==> config.mk <==
export PLATFORM = sky130hd
export DESIGN_NAME = gpp_port
export DESIGN_NICKNAME = d
export VERILOG_FILES = /design/src/inc/gpp_pkg.sv /design/src/hdl/gpp_port.sv
export SDC_FILE = /design/constraint.sdc
export NUM_CORES = 1
export LEC_CHECK = 0
export BUFFER_PORTS_ARGS = -buffer_cell sky130_fd_sc_hd__clkbuf_2
export CAP_MARGIN = 20
export CORE_MARGIN = 1.5
export CORE_UTILIZATION = 50
export DETAILED_ROUTE_END_ITERATION = 7
export PLACE_DENSITY_LB_ADDON = 0.05
export SKIP_LAST_GASP = 1
export SLEW_MARGIN = 10
export SYNTH_ARGS = -nofsm -noshare
export SYNTH_HDL_FRONTEND = slang
export SYNTH_SLANG_ARGS = --single-unit
==> constraint.sdc <==
create_clock -name ref_clk_i -period 3.43 [get_ports ref_clk_i]
set_input_delay 0.686 -clock ref_clk_i [delete_from_list [all_inputs] [get_ports ref_clk_i]]
set_output_delay 0.686 -clock ref_clk_i [all_outputs]
set_load 0.1 [all_outputs]
==> src/inc/gpp_pkg.sv <==
// gpp_pkg: constants and carrier types for the general pin port
package gpp_pkg;

    // =====================================================================
    // port geometry
    localparam int unsigned PIN_COUNT   = 16;
    localparam int unsigned DATA_WIDTH  = 32;
    localparam int unsigned ADDR_WIDTH  = 32;
    localparam int unsigned SYNC_STAGES = 2;

    // =====================================================================
    // register byte addresses on the configuration bus
    localparam logic [31:0] ADDR_PIN_ENABLE  = 32'h01B0_0000;
    localparam logic [31:0] ADDR_PIN_DIR     = 32'h01B0_0004;
    localparam logic [31:0] ADDR_PIN_DATA    = 32'h01B0_0008;
    localparam logic [31:0] ADDR_EVENT_EDGE  = 32'h01B0_000C;
    localparam logic [31:0] ADDR_EVENT_ROUTE = 32'h01B0_0010;

    // =====================================================================
    // field layout of the edge select register
    localparam int unsigned EDGE_RISE_LSB = 0;
    localparam int unsigned EDGE_FALL_LSB = 16;

    // =====================================================================
    // reset values
    localparam logic [15:0] PIN_ENABLE_RST  = 16'h00FF;
    localparam logic [15:0] PIN_DIR_RST     = 16'h0000;
    localparam logic [15:0] PIN_DATA_RST    = 16'h0000;
    localparam logic [31:0] EVENT_EDGE_RST  = 32'h0000_0000;
    localparam logic [15:0] EVENT_ROUTE_RST = 16'h0000;
    localparam logic [31:0] READ_ZERO       = 32'h0000_0000;

    // =====================================================================
    // register selector produced by the address decoder
    typedef enum {
        GPP_SEL_NONE,
        GPP_SEL_ENABLE,
        GPP_SEL_DIR,
        GPP_SEL_DATA,
        GPP_SEL_EDGE,
        GPP_SEL_ROUTE
    } gpp_sel_e;

    // one configuration bus request
    typedef struct packed {
        logic [31:0] addr;
        logic [31:0] wdata;
        logic        wr;
        logic        rd;
    } gpp_req_s;

    // one configuration bus answer
    typedef struct packed {
        logic [31:0] rdata;
        logic        ack;
    } gpp_rsp_s;

endpackage : gpp_pkg

==> src/hdl/gpp_port.sv <==
// gpp_port: sixteen general pins behind the processor configuration bus
//
// Function
// RL1: sixteen general pins; a pin works only while its use enable bit is 1.
// RL2: on an enabled pin the direction bit chooses input or output.
// RL3: after reset every direction bit selects input, nothing is driven.
// RL4: an output pin drives the bit software wrote to the data register.
// RL5: reading the data register returns the sensed level of input pins.
// RL6: pin edges raise processor interrupts or DMA events, selectable per pin.
// RL7: board must hold inputs twelve clocks so a polling bus read sees them.
// RL8: after reset the lower eight pins are enabled and act as inputs.
// RL9: a disabled pin ignores direction and data, is not driven, raises nothing.
module gpp_port
    import gpp_pkg::*;
#(
    parameter int unsigned PINS = PIN_COUNT
) (
    // clock, reset, enable
    input  wire logic            ref_clk_i,
    input  wire logic            sys_rst_i,
    input  wire logic            clk_en_i,
    // configuration bus
    input  wire gpp_req_s        cfg_req_i,
    output gpp_rsp_s             cfg_rsp_o,
    // general pins, three signals each
    input  wire logic [PINS-1:0] pin_in_i,
    output logic      [PINS-1:0] pin_out_o,
    output logic      [PINS-1:0] pin_oe_o,
    // pin events toward the processor and the dma controller
    output logic      [PINS-1:0] cpu_int_o,
    output logic      [PINS-1:0] dma_evt_o
);

    // =====================================================================
    // address decode, shared by the bus logic and the checks
    function automatic gpp_sel_e decode_sel(input logic [31:0] addr);
        gpp_sel_e sel;
        sel = GPP_SEL_NONE;
        case (addr)
            ADDR_PIN_ENABLE:  sel = GPP_SEL_ENABLE;
            ADDR_PIN_DIR:     sel = GPP_SEL_DIR;
            ADDR_PIN_DATA:    sel = GPP_SEL_DATA;
            ADDR_EVENT_EDGE:  sel = GPP_SEL_EDGE;
            ADDR_EVENT_ROUTE: sel = GPP_SEL_ROUTE;
            default:          sel = GPP_SEL_NONE;
        endcase
        return sel;
    endfunction : decode_sel

    // =====================================================================
    // state
    logic [PINS-1:0] pin_enable;
    logic [PINS-1:0] pin_dir;
    logic [PINS-1:0] pin_data;
    logic [PINS-1:0] edge_rise;
    logic [PINS-1:0] edge_fall;
    logic [PINS-1:0] evt_route;
    logic [PINS-1:0] in_meta;
    logic [PINS-1:0] in_sync;
    logic [PINS-1:0] in_prev;

    logic [PINS-1:0] next_pin_enable;
    logic [PINS-1:0] next_pin_dir;
    logic [PINS-1:0] next_pin_data;
    logic [PINS-1:0] next_edge_rise;
    logic [PINS-1:0] next_edge_fall;
    logic [PINS-1:0] next_evt_route;
    gpp_rsp_s        next_cfg_rsp;
    logic [PINS-1:0] next_pin_out;
    logic [PINS-1:0] next_pin_oe;
    logic [PINS-1:0] next_cpu_int;
    logic [PINS-1:0] next_dma_evt;

    logic [PINS-1:0] is_input;
    logic [PINS-1:0] is_output;
    logic [PINS-1:0] edge_hit;
    gpp_sel_e        req_sel;

    // =====================================================================
    // per pin role and edge detection
    genvar g;
    generate
        for (g = 0; g < PINS; g++) begin : g_pin
            // disabled pins fall out of both roles
            assign is_input[g]  = pin_enable[g] & ~pin_dir[g];          // see RL2 see RL9
            assign is_output[g] = pin_enable[g] &  pin_dir[g];          // see RL2 see RL9
            // compares synced history only, never the first stage
            assign edge_hit[g]  = is_input[g] &                         // see RL6
                ((edge_rise[g] &  in_sync[g] & ~in_prev[g]) |
                 (edge_fall[g] & ~in_sync[g] &  in_prev[g]));
        end
    endgenerate

    assign req_sel = decode_sel(cfg_req_i.addr);

    // =====================================================================
    // configuration registers and bus answer, next values
    always_comb begin
        next_pin_enable = pin_enable;
        next_pin_dir    = pin_dir;
        next_pin_data   = pin_data;
        next_edge_rise  = edge_rise;
        next_edge_fall  = edge_fall;
        next_evt_route  = evt_route;
        next_cfg_rsp    = '{rdata: READ_ZERO, ack: 1'b0};
        if (cfg_req_i.wr) begin
            case (req_sel)
                GPP_SEL_ENABLE: next_pin_enable = cfg_req_i.wdata[PINS-1:0];   // see RL1
                GPP_SEL_DIR:    next_pin_dir    = cfg_req_i.wdata[PINS-1:0];   // see RL2
                GPP_SEL_DATA:   next_pin_data   = cfg_req_i.wdata[PINS-1:0];   // see RL4
                GPP_SEL_EDGE: begin
                    next_edge_rise = cfg_req_i.wdata[EDGE_RISE_LSB +: PINS];
                    next_edge_fall = cfg_req_i.wdata[EDGE_FALL_LSB +: PINS];
                end
                GPP_SEL_ROUTE:  next_evt_route  = cfg_req_i.wdata[PINS-1:0];
                default: ;
            endcase
        end
        // a write and a read in one cycle both get the single answer
        if (cfg_req_i.wr || cfg_req_i.rd) begin
            next_cfg_rsp.ack = 1'b1;
        end
        if (cfg_req_i.rd) begin
            case (req_sel)
                GPP_SEL_ENABLE: next_cfg_rsp.rdata[PINS-1:0] = pin_enable;
                GPP_SEL_DIR:    next_cfg_rsp.rdata[PINS-1:0] = pin_dir;
                // inputs show the sensed level, outputs the written bit
                GPP_SEL_DATA:   next_cfg_rsp.rdata[PINS-1:0] =
                    (in_sync & is_input) | (pin_data & is_output);         // see RL5 see RL7
                GPP_SEL_EDGE: begin
                    next_cfg_rsp.rdata[EDGE_RISE_LSB +: PINS] = edge_rise;
                    next_cfg_rsp.rdata[EDGE_FALL_LSB +: PINS] = edge_fall;
                end
                GPP_SEL_ROUTE:  next_cfg_rsp.rdata[PINS-1:0] = evt_route;
                default:        next_cfg_rsp.rdata = READ_ZERO;
            endcase
        end
    end

    // registered; reset wins over a frozen clock enable
    always_ff @(posedge ref_clk_i) begin
        if (sys_rst_i) begin
            pin_enable <= PIN_ENABLE_RST;                                   // see RL8
            pin_dir    <= PIN_DIR_RST;                                      // see RL3 see RL8
            pin_data   <= PIN_DATA_RST;
            edge_rise  <= EVENT_EDGE_RST[EDGE_RISE_LSB +: PINS];
            edge_fall  <= EVENT_EDGE_RST[EDGE_FALL_LSB +: PINS];
            evt_route  <= EVENT_ROUTE_RST;
            cfg_rsp_o  <= '{rdata: READ_ZERO, ack: 1'b0};
        end else if (clk_en_i) begin
            pin_enable <= next_pin_enable;
            pin_dir    <= next_pin_dir;
            pin_data   <= next_pin_data;
            edge_rise  <= next_edge_rise;
            edge_fall  <= next_edge_fall;
            evt_route  <= next_evt_route;
            cfg_rsp_o  <= next_cfg_rsp;
        end
    end

    // =====================================================================
    // pin drive and events, next values
    always_comb begin
        next_pin_oe  = is_output;                                           // see RL2 see RL9
        next_pin_out = pin_data & is_output;                                // see RL4
        // route bit set sends the event to dma, clear to the processor
        next_cpu_int = edge_hit & ~evt_route;                               // see RL6
        next_dma_evt = edge_hit &  evt_route;                               // see RL6
    end

    // two flops on every pin before any logic looks at it
    always_ff @(posedge ref_clk_i) begin
        if (sys_rst_i) begin
            in_meta   <= '0;
            in_sync   <= '0;
            in_prev   <= '0;
            pin_out_o <= '0;
            pin_oe_o  <= '0;                                                // see RL3
            cpu_int_o <= '0;
            dma_evt_o <= '0;
        end else if (clk_en_i) begin
            in_meta   <= pin_in_i;
            in_sync   <= in_meta;
            in_prev   <= in_sync;
            pin_out_o <= next_pin_out;
            pin_oe_o  <= next_pin_oe;
            cpu_int_o <= next_cpu_int;
            dma_evt_o <= next_dma_evt;
        end
    end
endmodule : gpp_port

==> flow_summary.ini, run 1 <==
[run_status]
status = complete, no violations

[layout]
final_layout_size_suffix_gt1_frac = 0.1997
seq_area_mm2 = 0.004825
regMostFlops = cfg_rsp_o
antenna_cells = 0
multi_input_area_mm2 = 0.005294
nNetsFinal = 1389
area_growth_syn_to_layout_pct = 18.37
fillers = 1845
largest_reg_flops = 33

[routing]
vias = 8822
ant_nets = 0
drt_iter0_markers = 679
first_pass_iters = 5
vias_per_cell = 5.541
drc = 0
routedWlPerCell_um = 17.63
finalWirelength_um = 28070

[min_path]
hp-class = in -> reg
worstHoldPathCells = 3

[timing]
worstMarginPinSlew_ns = 0.8917
max_freq_ghz = 0.4191
drv_slew = 0
min_period_ns = 2.386
hold_viol = 0
rsz0062_at_grt = no
final-setup-viol-count = 0
skew_ns = 0.01456
timing.final.crit_share = 0.6956
setup_tns_ns = 0
max-slew-margin-rel = 0.4055
timing.final.ws_setup_ns = 1.044

[clocking]
cts_buffers = 25
cts_resized = 0
postCtsHoldBufs = 0
cts.clk_slew.worst_paths_ns = 0.06
cts_sinks = 241
cts-htree-levels = 1
cts_buffer_depth = 3
post_cts_buffers = 0
cts_tree = yes
cts-root-buf = clkbuf_16
insertion_delay_ns = 0.52

[synthesis]
synth_top_area_frac = 0.4609
yosys_warnings = 0
synth.cells.most_frequent = dfxtp_1 (241), mux2i_1 (152), nand2_1 (146)
yosys-top-cells-area = dfxtp_1 (46%), mux2i_1 (15%), nand2_1 (5.2%), nor2_1 (4.6%), a21oi_1 (3.8%)
yosys_register_bits = 241
syn_nets = 1242
syn_inst = 1157
ys_types = 46
synth.most_common_cell = dfxtp_1
synth_area_per_cell_um2 = 9.047
ys_seq_area_frac = 0.4609
synthArstFlopShare = 0
syn_area_mm2 = 0.01047
ys.flop_type = dfxtp_1
synth.largest_area_cell = dfxtp_1
synth_edf_count = 0

[floorplanning]
initial_utilization = 0.5140
rows = 52
coreArea_mm2 = 0.02036
die_area_mm2 = 0.02181
die_w_um = 147.7
ioPinCount = 182
die_h_um = 147.7

[critical_path]
crit_type = in -> reg
required_ns = 3.80
critPathCaptureType = register
crit_slowest_cell = or4b_2
slowest_delay_ns = 0.62
cp.arrival_ns = 2.75
crit_chain = clkbuf_2, nor4_4, buf_4, and4_1, or4b_2, buf_4, mux2i_1, nor2_1
cp.depth = 8
cp_common_cell = buf_4
reg2reg_depth = 4
start_kind = primary input
path_max_fanout = 32
path_buf_inv = 3
crit_family = simple AND/OR/NAND/NOR gates

[global_route]
grt_max_degree = 191
globalRouteOverflowTotal = 0
grt_pass1_wl_um = 43730
antenna_found_initial = 0
grt_usage = 0.2500
grt_pass1_vias = 7783

[place]
io_buffers = 181
pre_cts_ws_ns = 0.5429
hpwlAfterDp_um = 18900
gp_congestion = 0.8415

[job]
maxCapViolCount = 0

[power]
power.density_mw_per_mm2 = 468.8
leakage_nw = 5.117
ir_drop_mv = 0.3385
[report_power, final]
group	internal, mW	leakage [nW]	switching, mW
sequential	2.82	1.95	0.0192
clock	1.57	0.408	1.13
combinational	0.101	2.76	0.174
[path summary, 6_finish.rpt]
check / end / slack, ns / start
setup reg to reg: cfg_rsp_o[1]$_SDFFE_PP0P_ / 1.79 / pin_enable[0]$_SDFFE_PP1P_
hold reg to reg: pin_out_o[13]$_SDFFE_PP0P_ / 0.46 / pin_out_o[13]$_SDFFE_PP0P_
hold / removal: in_meta[14]$_SDFFE_PP0P_ / 0.40 / pin_in_i[14]
setup / recovery: edge_rise[15]$_SDFFE_PP0P_ / 1.04 / cfg_req_i[35]
[layer usage]
metal,global-route usage,vias to the layer above,wire [µm]
met4,0.04350,0,292
met1,0.3923,4158,14130
met2,0.3600,270,11720
li1,-,4370,-
met3,0.04074,24,1925
met5,0,-,0
[area by class of cell]
type / instances / area share
well taps: 270 / 0.02726
clock buffers: 34 / 0.05887
repair buffers: 202 / 0.08856
clock inverters: 11 / 0.007775
inverters: 3 / 0.0009088
flip-flops and latches: 241 / 0.3894
multi-input cells: 831 / 0.4272
[cell usage in the layout (no fill, tap or decap), drive strengths merged, types with 24 or more instances in the layout]
| master | synthesis | routed |
|---|---|---|
| mux2i | 152 | 152 |
| nand3 | 36 | 36 |
| clkbuf | 60 | 213 |
| a211o | 24 | 24 |
| a21oi | 81 | 81 |
| nor2 | 127 | 127 |
| nand2 | 147 | 147 |
| nor2b | 32 | 32 |
| nand4 | 35 | 35 |
| nand2b | 48 | 48 |
| dfxtp | 241 | 241 |
[stage by stage]
stage                     hold WS [ns]  area (µm²)    util  cells  power, mW
after CTS                       0.3846       12390  0.6084   1592      5.857
after detailed placement        0.4541       11560  0.5679   1547      3.175
after global placement          0.4494       11560  0.5679   1547      3.175
after global routing            0.3959       12390  0.6084   1592      5.987
final                           0.3968       12390  0.6084   1592      5.809
after floorplan                 0.4601       10470       -   1157      3.061
[kinds of logic after synthesis]
kind of cell | after synthesis | share of synthesized area
AOI/OAI and AO/OA | 175 | 0.1078
DFF | 241 | 0.4609
xor gates and xnor gates | 1 | 0.0008369
buffers and inverters | 85 | 0.03586
and+or+nand+nor | 503 | 0.2492
muxes | 152 | 0.1454
[worst min-delay path, stage by stage]
cell	delay, ns
clkbuf_2	0.07
mux2i_1	0.05
nor2_1	0.07
(Power assumes the default switching activity.)
==> run 2: changes to the inputs <==
- ABC_AREA: unset -> 1
- clock period: 3.43 -> 2.1 ns (I/O delays scaled with it)
==> flow_summary.ini, run 2 <==
[run_status]
status = complete, no violations

[critical_path]
regToRegEndpoint = dma_evt_o[15]$_SDFFE_PP0P_
crit_slowest_cell = clkbuf_2
cp-startpoint = cfg_rsp_o[14]$_SDFFE_PP0P_
r2r_setup_slack_ns = 0.38
regToRegStartpoint = pin_enable[15]$_SDFFE_PP0P_
reg2reg_depth = 5
crit_family = buffers and inverters
cp.arrival_ns = 1.42
start_kind = register
cp.depth = 1
critPathCaptureType = output port
crit_chain = clkbuf_2
path_max_fanout = 2
crit_type = reg -> out
slowest_delay_ns = 0.49
required_ns = 1.68
critPathCapture = cfg_rsp_o[14]
path_buf_inv = 1

[floorplanning]
die_area_mm2 = 0.02118
die_h_um = 145.5
ioPinCount = 182
initial_utilization = 0.5151
die_w_um = 145.5
rows = 51
coreArea_mm2 = 0.01972

[layout]
largest_reg_flops = 33
mostFrequentLayoutCells = nand2_1 (343), dfxtp_1 (241), a21oi_1 (209)
fin_area_mm2 = 0.01219
final_layout_size_suffix_gt1_frac = 0.1986
antenna_cells = 0
nNetsFinal = 1618
fillers = 1833
regMostFlops = cfg_rsp_o
area_growth_syn_to_layout_pct = 20.04
layout_commonest_cell = nand2_1

[clocking]
insertion_delay_ns = 0.52
cts_resized = 0
cts_sinks = 241
cts-root-buf = clkbuf_16
cts_tree = yes
post_cts_buffers = 0
cts.clk_slew.worst_paths_ns = 0.06
cts_buffers = 25
cts-htree-levels = 1
cts_buffer_depth = 3
postCtsHoldBufs = 0

[timing]
max-slew-margin-rel = 0.4129
fin_hold_ws_ns = 0.1203
timing.final.ws_setup_ns = 0.2627
min_period_ns = 1.837
max_freq_ghz = 0.5443
setup_tns_ns = 0
timing.final.crit_share = 0.8749
drv_slew = 0
final-setup-viol-count = 0
skew_ns = 0.01164
rsz0062_at_grt = no
hold_viol = 0
worstMarginPinSlew_ns = 0.8584

[synthesis]
ys_seq_area_frac = 0.4751
ys_types = 29
synth.cells.most_frequent = nand2_1 (343), dfxtp_1 (241), a21oi_1 (209)
yosys_warnings = 0
syn_area_mm2 = 0.01016
synth.most_common_cell = nand2_1
ys.flop_type = dfxtp_1
syn_inst = 1365
synth_edf_count = 0
yosys_register_bits = 241
synth_area_per_cell_um2 = 7.440
synthArstFlopShare = 0
synth.largest_area_cell = dfxtp_1
synth_top_area_frac = 0.4751
yosys-top-cells-area = dfxtp_1 (48%), nand2_1 (13%), a21oi_1 (10%), o21ai_0 (5.0%), nand3_1 (4.7%)
syn_nets = 1450

[routing]
finalWirelength_um = 31760
vias = 10040
routedWlPerCell_um = 17.54
ant_nets = 0
drc = 0
vias_per_cell = 5.546
drt_iter0_markers = 816
first_pass_iters = 5

[global_route]
globalRouteOverflowTotal = 0
antenna_found_initial = 0
grt_max_degree = 114
grt_usage = 0.2917
grt_pass1_vias = 9249
grt_pass1_wl_um = 49400

[min_path]
hp-class = in -> reg
min_from = pin_in_i[7]

[place]
hpwlAfterDp_um = 21690
io_buffers = 181
place_area_mm2 = 0.01145
pre_cts_ws_ns = 0.1315
gp_congestion = 0.8931

[job]
maxCapViolCount = 0

[power]
power.density_mw_per_mm2 = 817.7
leakage_nw = 5.069
ir_drop_mv = 0.5688
[run 2: cell count changes in the layout (fill, tap and decap cells not counted), sizes merged, moves of 23 or more]
cell | previous run | this run
a21oi | 81 | 209
nand2 | 147 | 351
o21ai | 16 | 105
nor2b | 32 | 0
mux2i | 152 | 0
nand3 | 36 | 100
o211ai | 1 | 24
inv | 4 | 90
nand2b | 48 | 0
buf | 23 | 52
nor2 | 127 | 94
a211o | 24 | 0
[run 2: worst min-delay path by stage]
stage                                 endpoint  slack (ns)  depth (start not counted)
global placement      pin_data[8]$_SDFFE_PP0P_        0.45                          2
floorplan             pin_data[0]$_SDFFE_PP0P_        0.45                          2
global route           in_meta[8]$_SDFFE_PP0P_        0.13                          3
detailed placement  cfg_rsp_o[19]$_SDFFE_PP0P_        0.46                          2
finish                 in_meta[7]$_SDFFE_PP0P_        0.12                          3
CTS                    in_meta[7]$_SDFFE_PP0P_        0.11                          3
[run 2: metrics by stage]
| step | std cells | power (mW) | utilization |
|---|---|---|---|
| 2_1_floorplan | 1365 | 5.628 | - |
| 3_3_place_gp | 1771 | 5.949 | 0.5808 |
| 3_5_place_dp | 1771 | 5.959 | 0.5808 |
| 4_1_cts | 1811 | 10.03 | 0.6183 |
| 5_1_grt | 1811 | 10.29 | 0.6183 |
| 6_report | 1811 | 9.969 | 0.6183 |
[run 2: layout make-up]
cell class | instances | area (µm²) | area share
repair buffers | 231 | 1411 | 0.1158
inverters | 90 | 337.8 | 0.02771
well taps | 265 | 331.6 | 0.02720
clock buffers | 37 | 720.7 | 0.05911
clock inverters | 3 | 18.77 | 0.001539
flip-flops and latches | 241 | 4825 | 0.3957
multi-input cells | 944 | 4547 | 0.3729
[run 2: per-layer routing]
layer,global-route usage,share of wire,vias up
met5,0,0,-
met4,0.1679,0.055,0
met2,0.4890,0.48,413
li1,-,-,4897
met1,0.3645,0.40,4650
met3,0.03292,0.062,84
[run 2: power by group]
part           total, mW  switching (mW)  leakage (nW)  internal (mW)
Clock               4.11            1.76         0.365           2.35
Sequential          4.76          0.0612          1.96           4.70
Combinational       1.10           0.865          2.74          0.239
Total               9.97            2.69          5.07           7.28
[run 2: kinds of logic (layout without fill, tap and decap cells)]
logic type | after synthesis | count (layout) | share of synthesized area
AND/OR/NAND/NOR | 574 | 574 | 0.2496
flip-flops | 241 | 241 | 0.4751
AO/OA/AOI/OAI | 370 | 370 | 0.1981
buffers and inverters | 180 | 361 | 0.07725
==> run 3: changes to the inputs <==
- PLACE_DENSITY: unset -> 0.84
- PLACE_DENSITY_LB_ADDON: 0.05 -> unset
- clock period: 2.1 -> 2.4 ns (I/O delays scaled with it)
==> flow_summary.ini, run 3 (synthesized netlist as in run 2, its figures left out) <==
[floorplanning]
rows = 51
die_h_um = 145.5
die_area_mm2 = 0.02118
die_w_um = 145.5
initial_utilization = 0.5151
coreArea_mm2 = 0.01972
ioPinCount = 182

[clocking]
insertion_delay_ns = 0.54
postCtsHoldBufs = 0
cts-root-buf = clkbuf_16
cts_resized = 0
cts_sinks = 241
cts.clk_slew.worst_paths_ns = 0.06
cts_buffer_depth = 3
post_cts_buffers = 0
cts_buffers = 26
cts-htree-levels = 1
cts_tree = yes

[routing]
routedWlPerCell_um = 17.23
drt_iter0_markers = 970
m1WireLength_um = 11670
vias = 10180
vias_per_cell = 5.649
highest_layer = met4
dr_wl_met2_um = 14740
first_pass_iters = 5
ant_nets = 0
finalWirelength_um = 31040
drc = 0
dr_wl_met3_um = 2429

[critical_path]
start_kind = register
r2r_setup_slack_ns = 0.74
regToRegStartpoint = edge_fall[5]$_SDFFE_PP0P_
cp.arrival_ns = 1.40
path_max_fanout = 2
required_ns = 1.92
slowest_delay_ns = 0.48
regToRegEndpoint = cpu_int_o[5]$_SDFFE_PP0P_
crit_family = buffers and inverters
critPathCaptureType = output port
reg2reg_depth = 5
crit_chain = clkbuf_2
path_buf_inv = 1
crit_type = reg -> out
crit_slowest_cell = clkbuf_2

[place]
io_buffers = 181
hpwlAfterDp_um = 21260
gp_congestion = 0.9242

[power]
ir_drop_mv = 0.6102
swShare = 0.2654
power_frac_seq = 0.453
p_int_mw = 6.760
power.density_mw_per_mm2 = 754.4
power_frac_clock = 0.444
leakage_nw = 5.056
combPwrFrac = 0.103
switchingPower_mw = 2.442

[layout]
regMostFlops = cfg_rsp_o
multi_input_area_mm2 = 0.004547
area_growth_syn_to_layout_pct = 20.11
mostFrequentLayoutCells = nand2_1 (343), dfxtp_1 (241), a21oi_1 (209)
post-route-util = 0.6186
seq_area_mm2 = 0.004825
final_layout_size_suffix_gt1_frac = 0.1965
antenna_cells = 0
fillers = 1708
layout_commonest_cell = nand2_1
nNetsFinal = 1604
largest_reg_flops = 33

[min_path]
min_from = pin_in_i[13]
hp-class = in -> reg
hold_end = in_meta[13]$_SDFFE_PP0P_
worstHoldPathCells = 3

[global_route]
antenna_found_initial = 0
grt_pass1_vias = 9470
grt_max_degree = 125
grt_usage = 0.2840
grt_pass1_wl_um = 48930
globalRouteOverflowTotal = 0

[timing]
min_period_ns = 1.885
max_freq_ghz = 0.5305
skew_ns = 0.01975
drv_slew = 0
fin_hold_ws_ns = 0.1734
rsz0062_at_grt = no
timing.final.crit_share = 0.7854
worstMarginPinSlew_ns = 0.8215
max-slew-margin-rel = 0.4382
final-setup-viol-count = 0
hold_viol = 0
setup_tns_ns = 0

[run_status]
status = complete, no violations

[job]
maxCapViolCount = 0
## run 3: cell types whose count changed in the layout (fill, tap and decap cells not counted), sizes merged
cell      before  now
buf           52   37
clkinvlp       0    3
bufinv         0    2
clkinv         3    5
clkbuf       216  215
## run 3: final cells by class
| class | count | area share |
|---|---|---|
| clock buffer | 36 | 0.06308 |
| clock inverter | 10 | 0.009334 |
| inverter | 90 | 0.02770 |
| multi-input combinational | 944 | 0.3728 |
| sequential | 241 | 0.3955 |
| tap | 265 | 0.02718 |
| timing repair buffer | 216 | 0.1044 |
## run 3: per-layer routing
layer / global-route usage / vias up
li1: - / 4885
met5: 0 / -
met2: 0.4786 / 518
met3: 0.03699 / 134
met1: 0.3472 / 4642
met4: 0.1704 / 0
## run 3: worst max-delay path by stage
stage                              start                    endpoint  slack, ns  depth (start not counted)
2_1_floorplan              cfg_req_i[39]   edge_fall[0]$_SDFFE_PP0P_       0.69                         11
3_3_place_gp               cfg_req_i[42]   evt_route[1]$_SDFFE_PP0P_       0.21                         10
3_5_place_dp               cfg_req_i[37]   evt_route[8]$_SDFFE_PP0P_       0.07                         10
4_1_cts        cfg_rsp_o[9]$_SDFFE_PP0P_                cfg_rsp_o[9]       0.51                          1
5_1_grt                    cfg_req_i[35]  evt_route[14]$_SDFFE_PP0P_       0.41                         10
6_report       cfg_rsp_o[9]$_SDFFE_PP0P_                cfg_rsp_o[9]       0.52                          1
## run 3: power by group through the flow
stage,Clock (mW),Sequential (mW),Combinational [mW]
floorplan,0,4.64,0.288
global placement,0,4.25,0.927
detailed placement,0,4.25,0.938
CTS,4.11,4.17,0.942
global route,4.29,4.18,1.00
finish,4.09,4.17,0.947
## run 3: per-stage QoR
step,power [mW],instance area [µm²],setup WS (ns),cells
global route,9.464,12200,0.4149,1802
finish,9.202,12200,0.5150,1802
global placement,5.177,11310,0.2097,1756
detailed placement,5.191,11310,0.07275,1756
CTS,9.221,12200,0.5146,1802
floorplan,4.925,10160,0.6855,1365
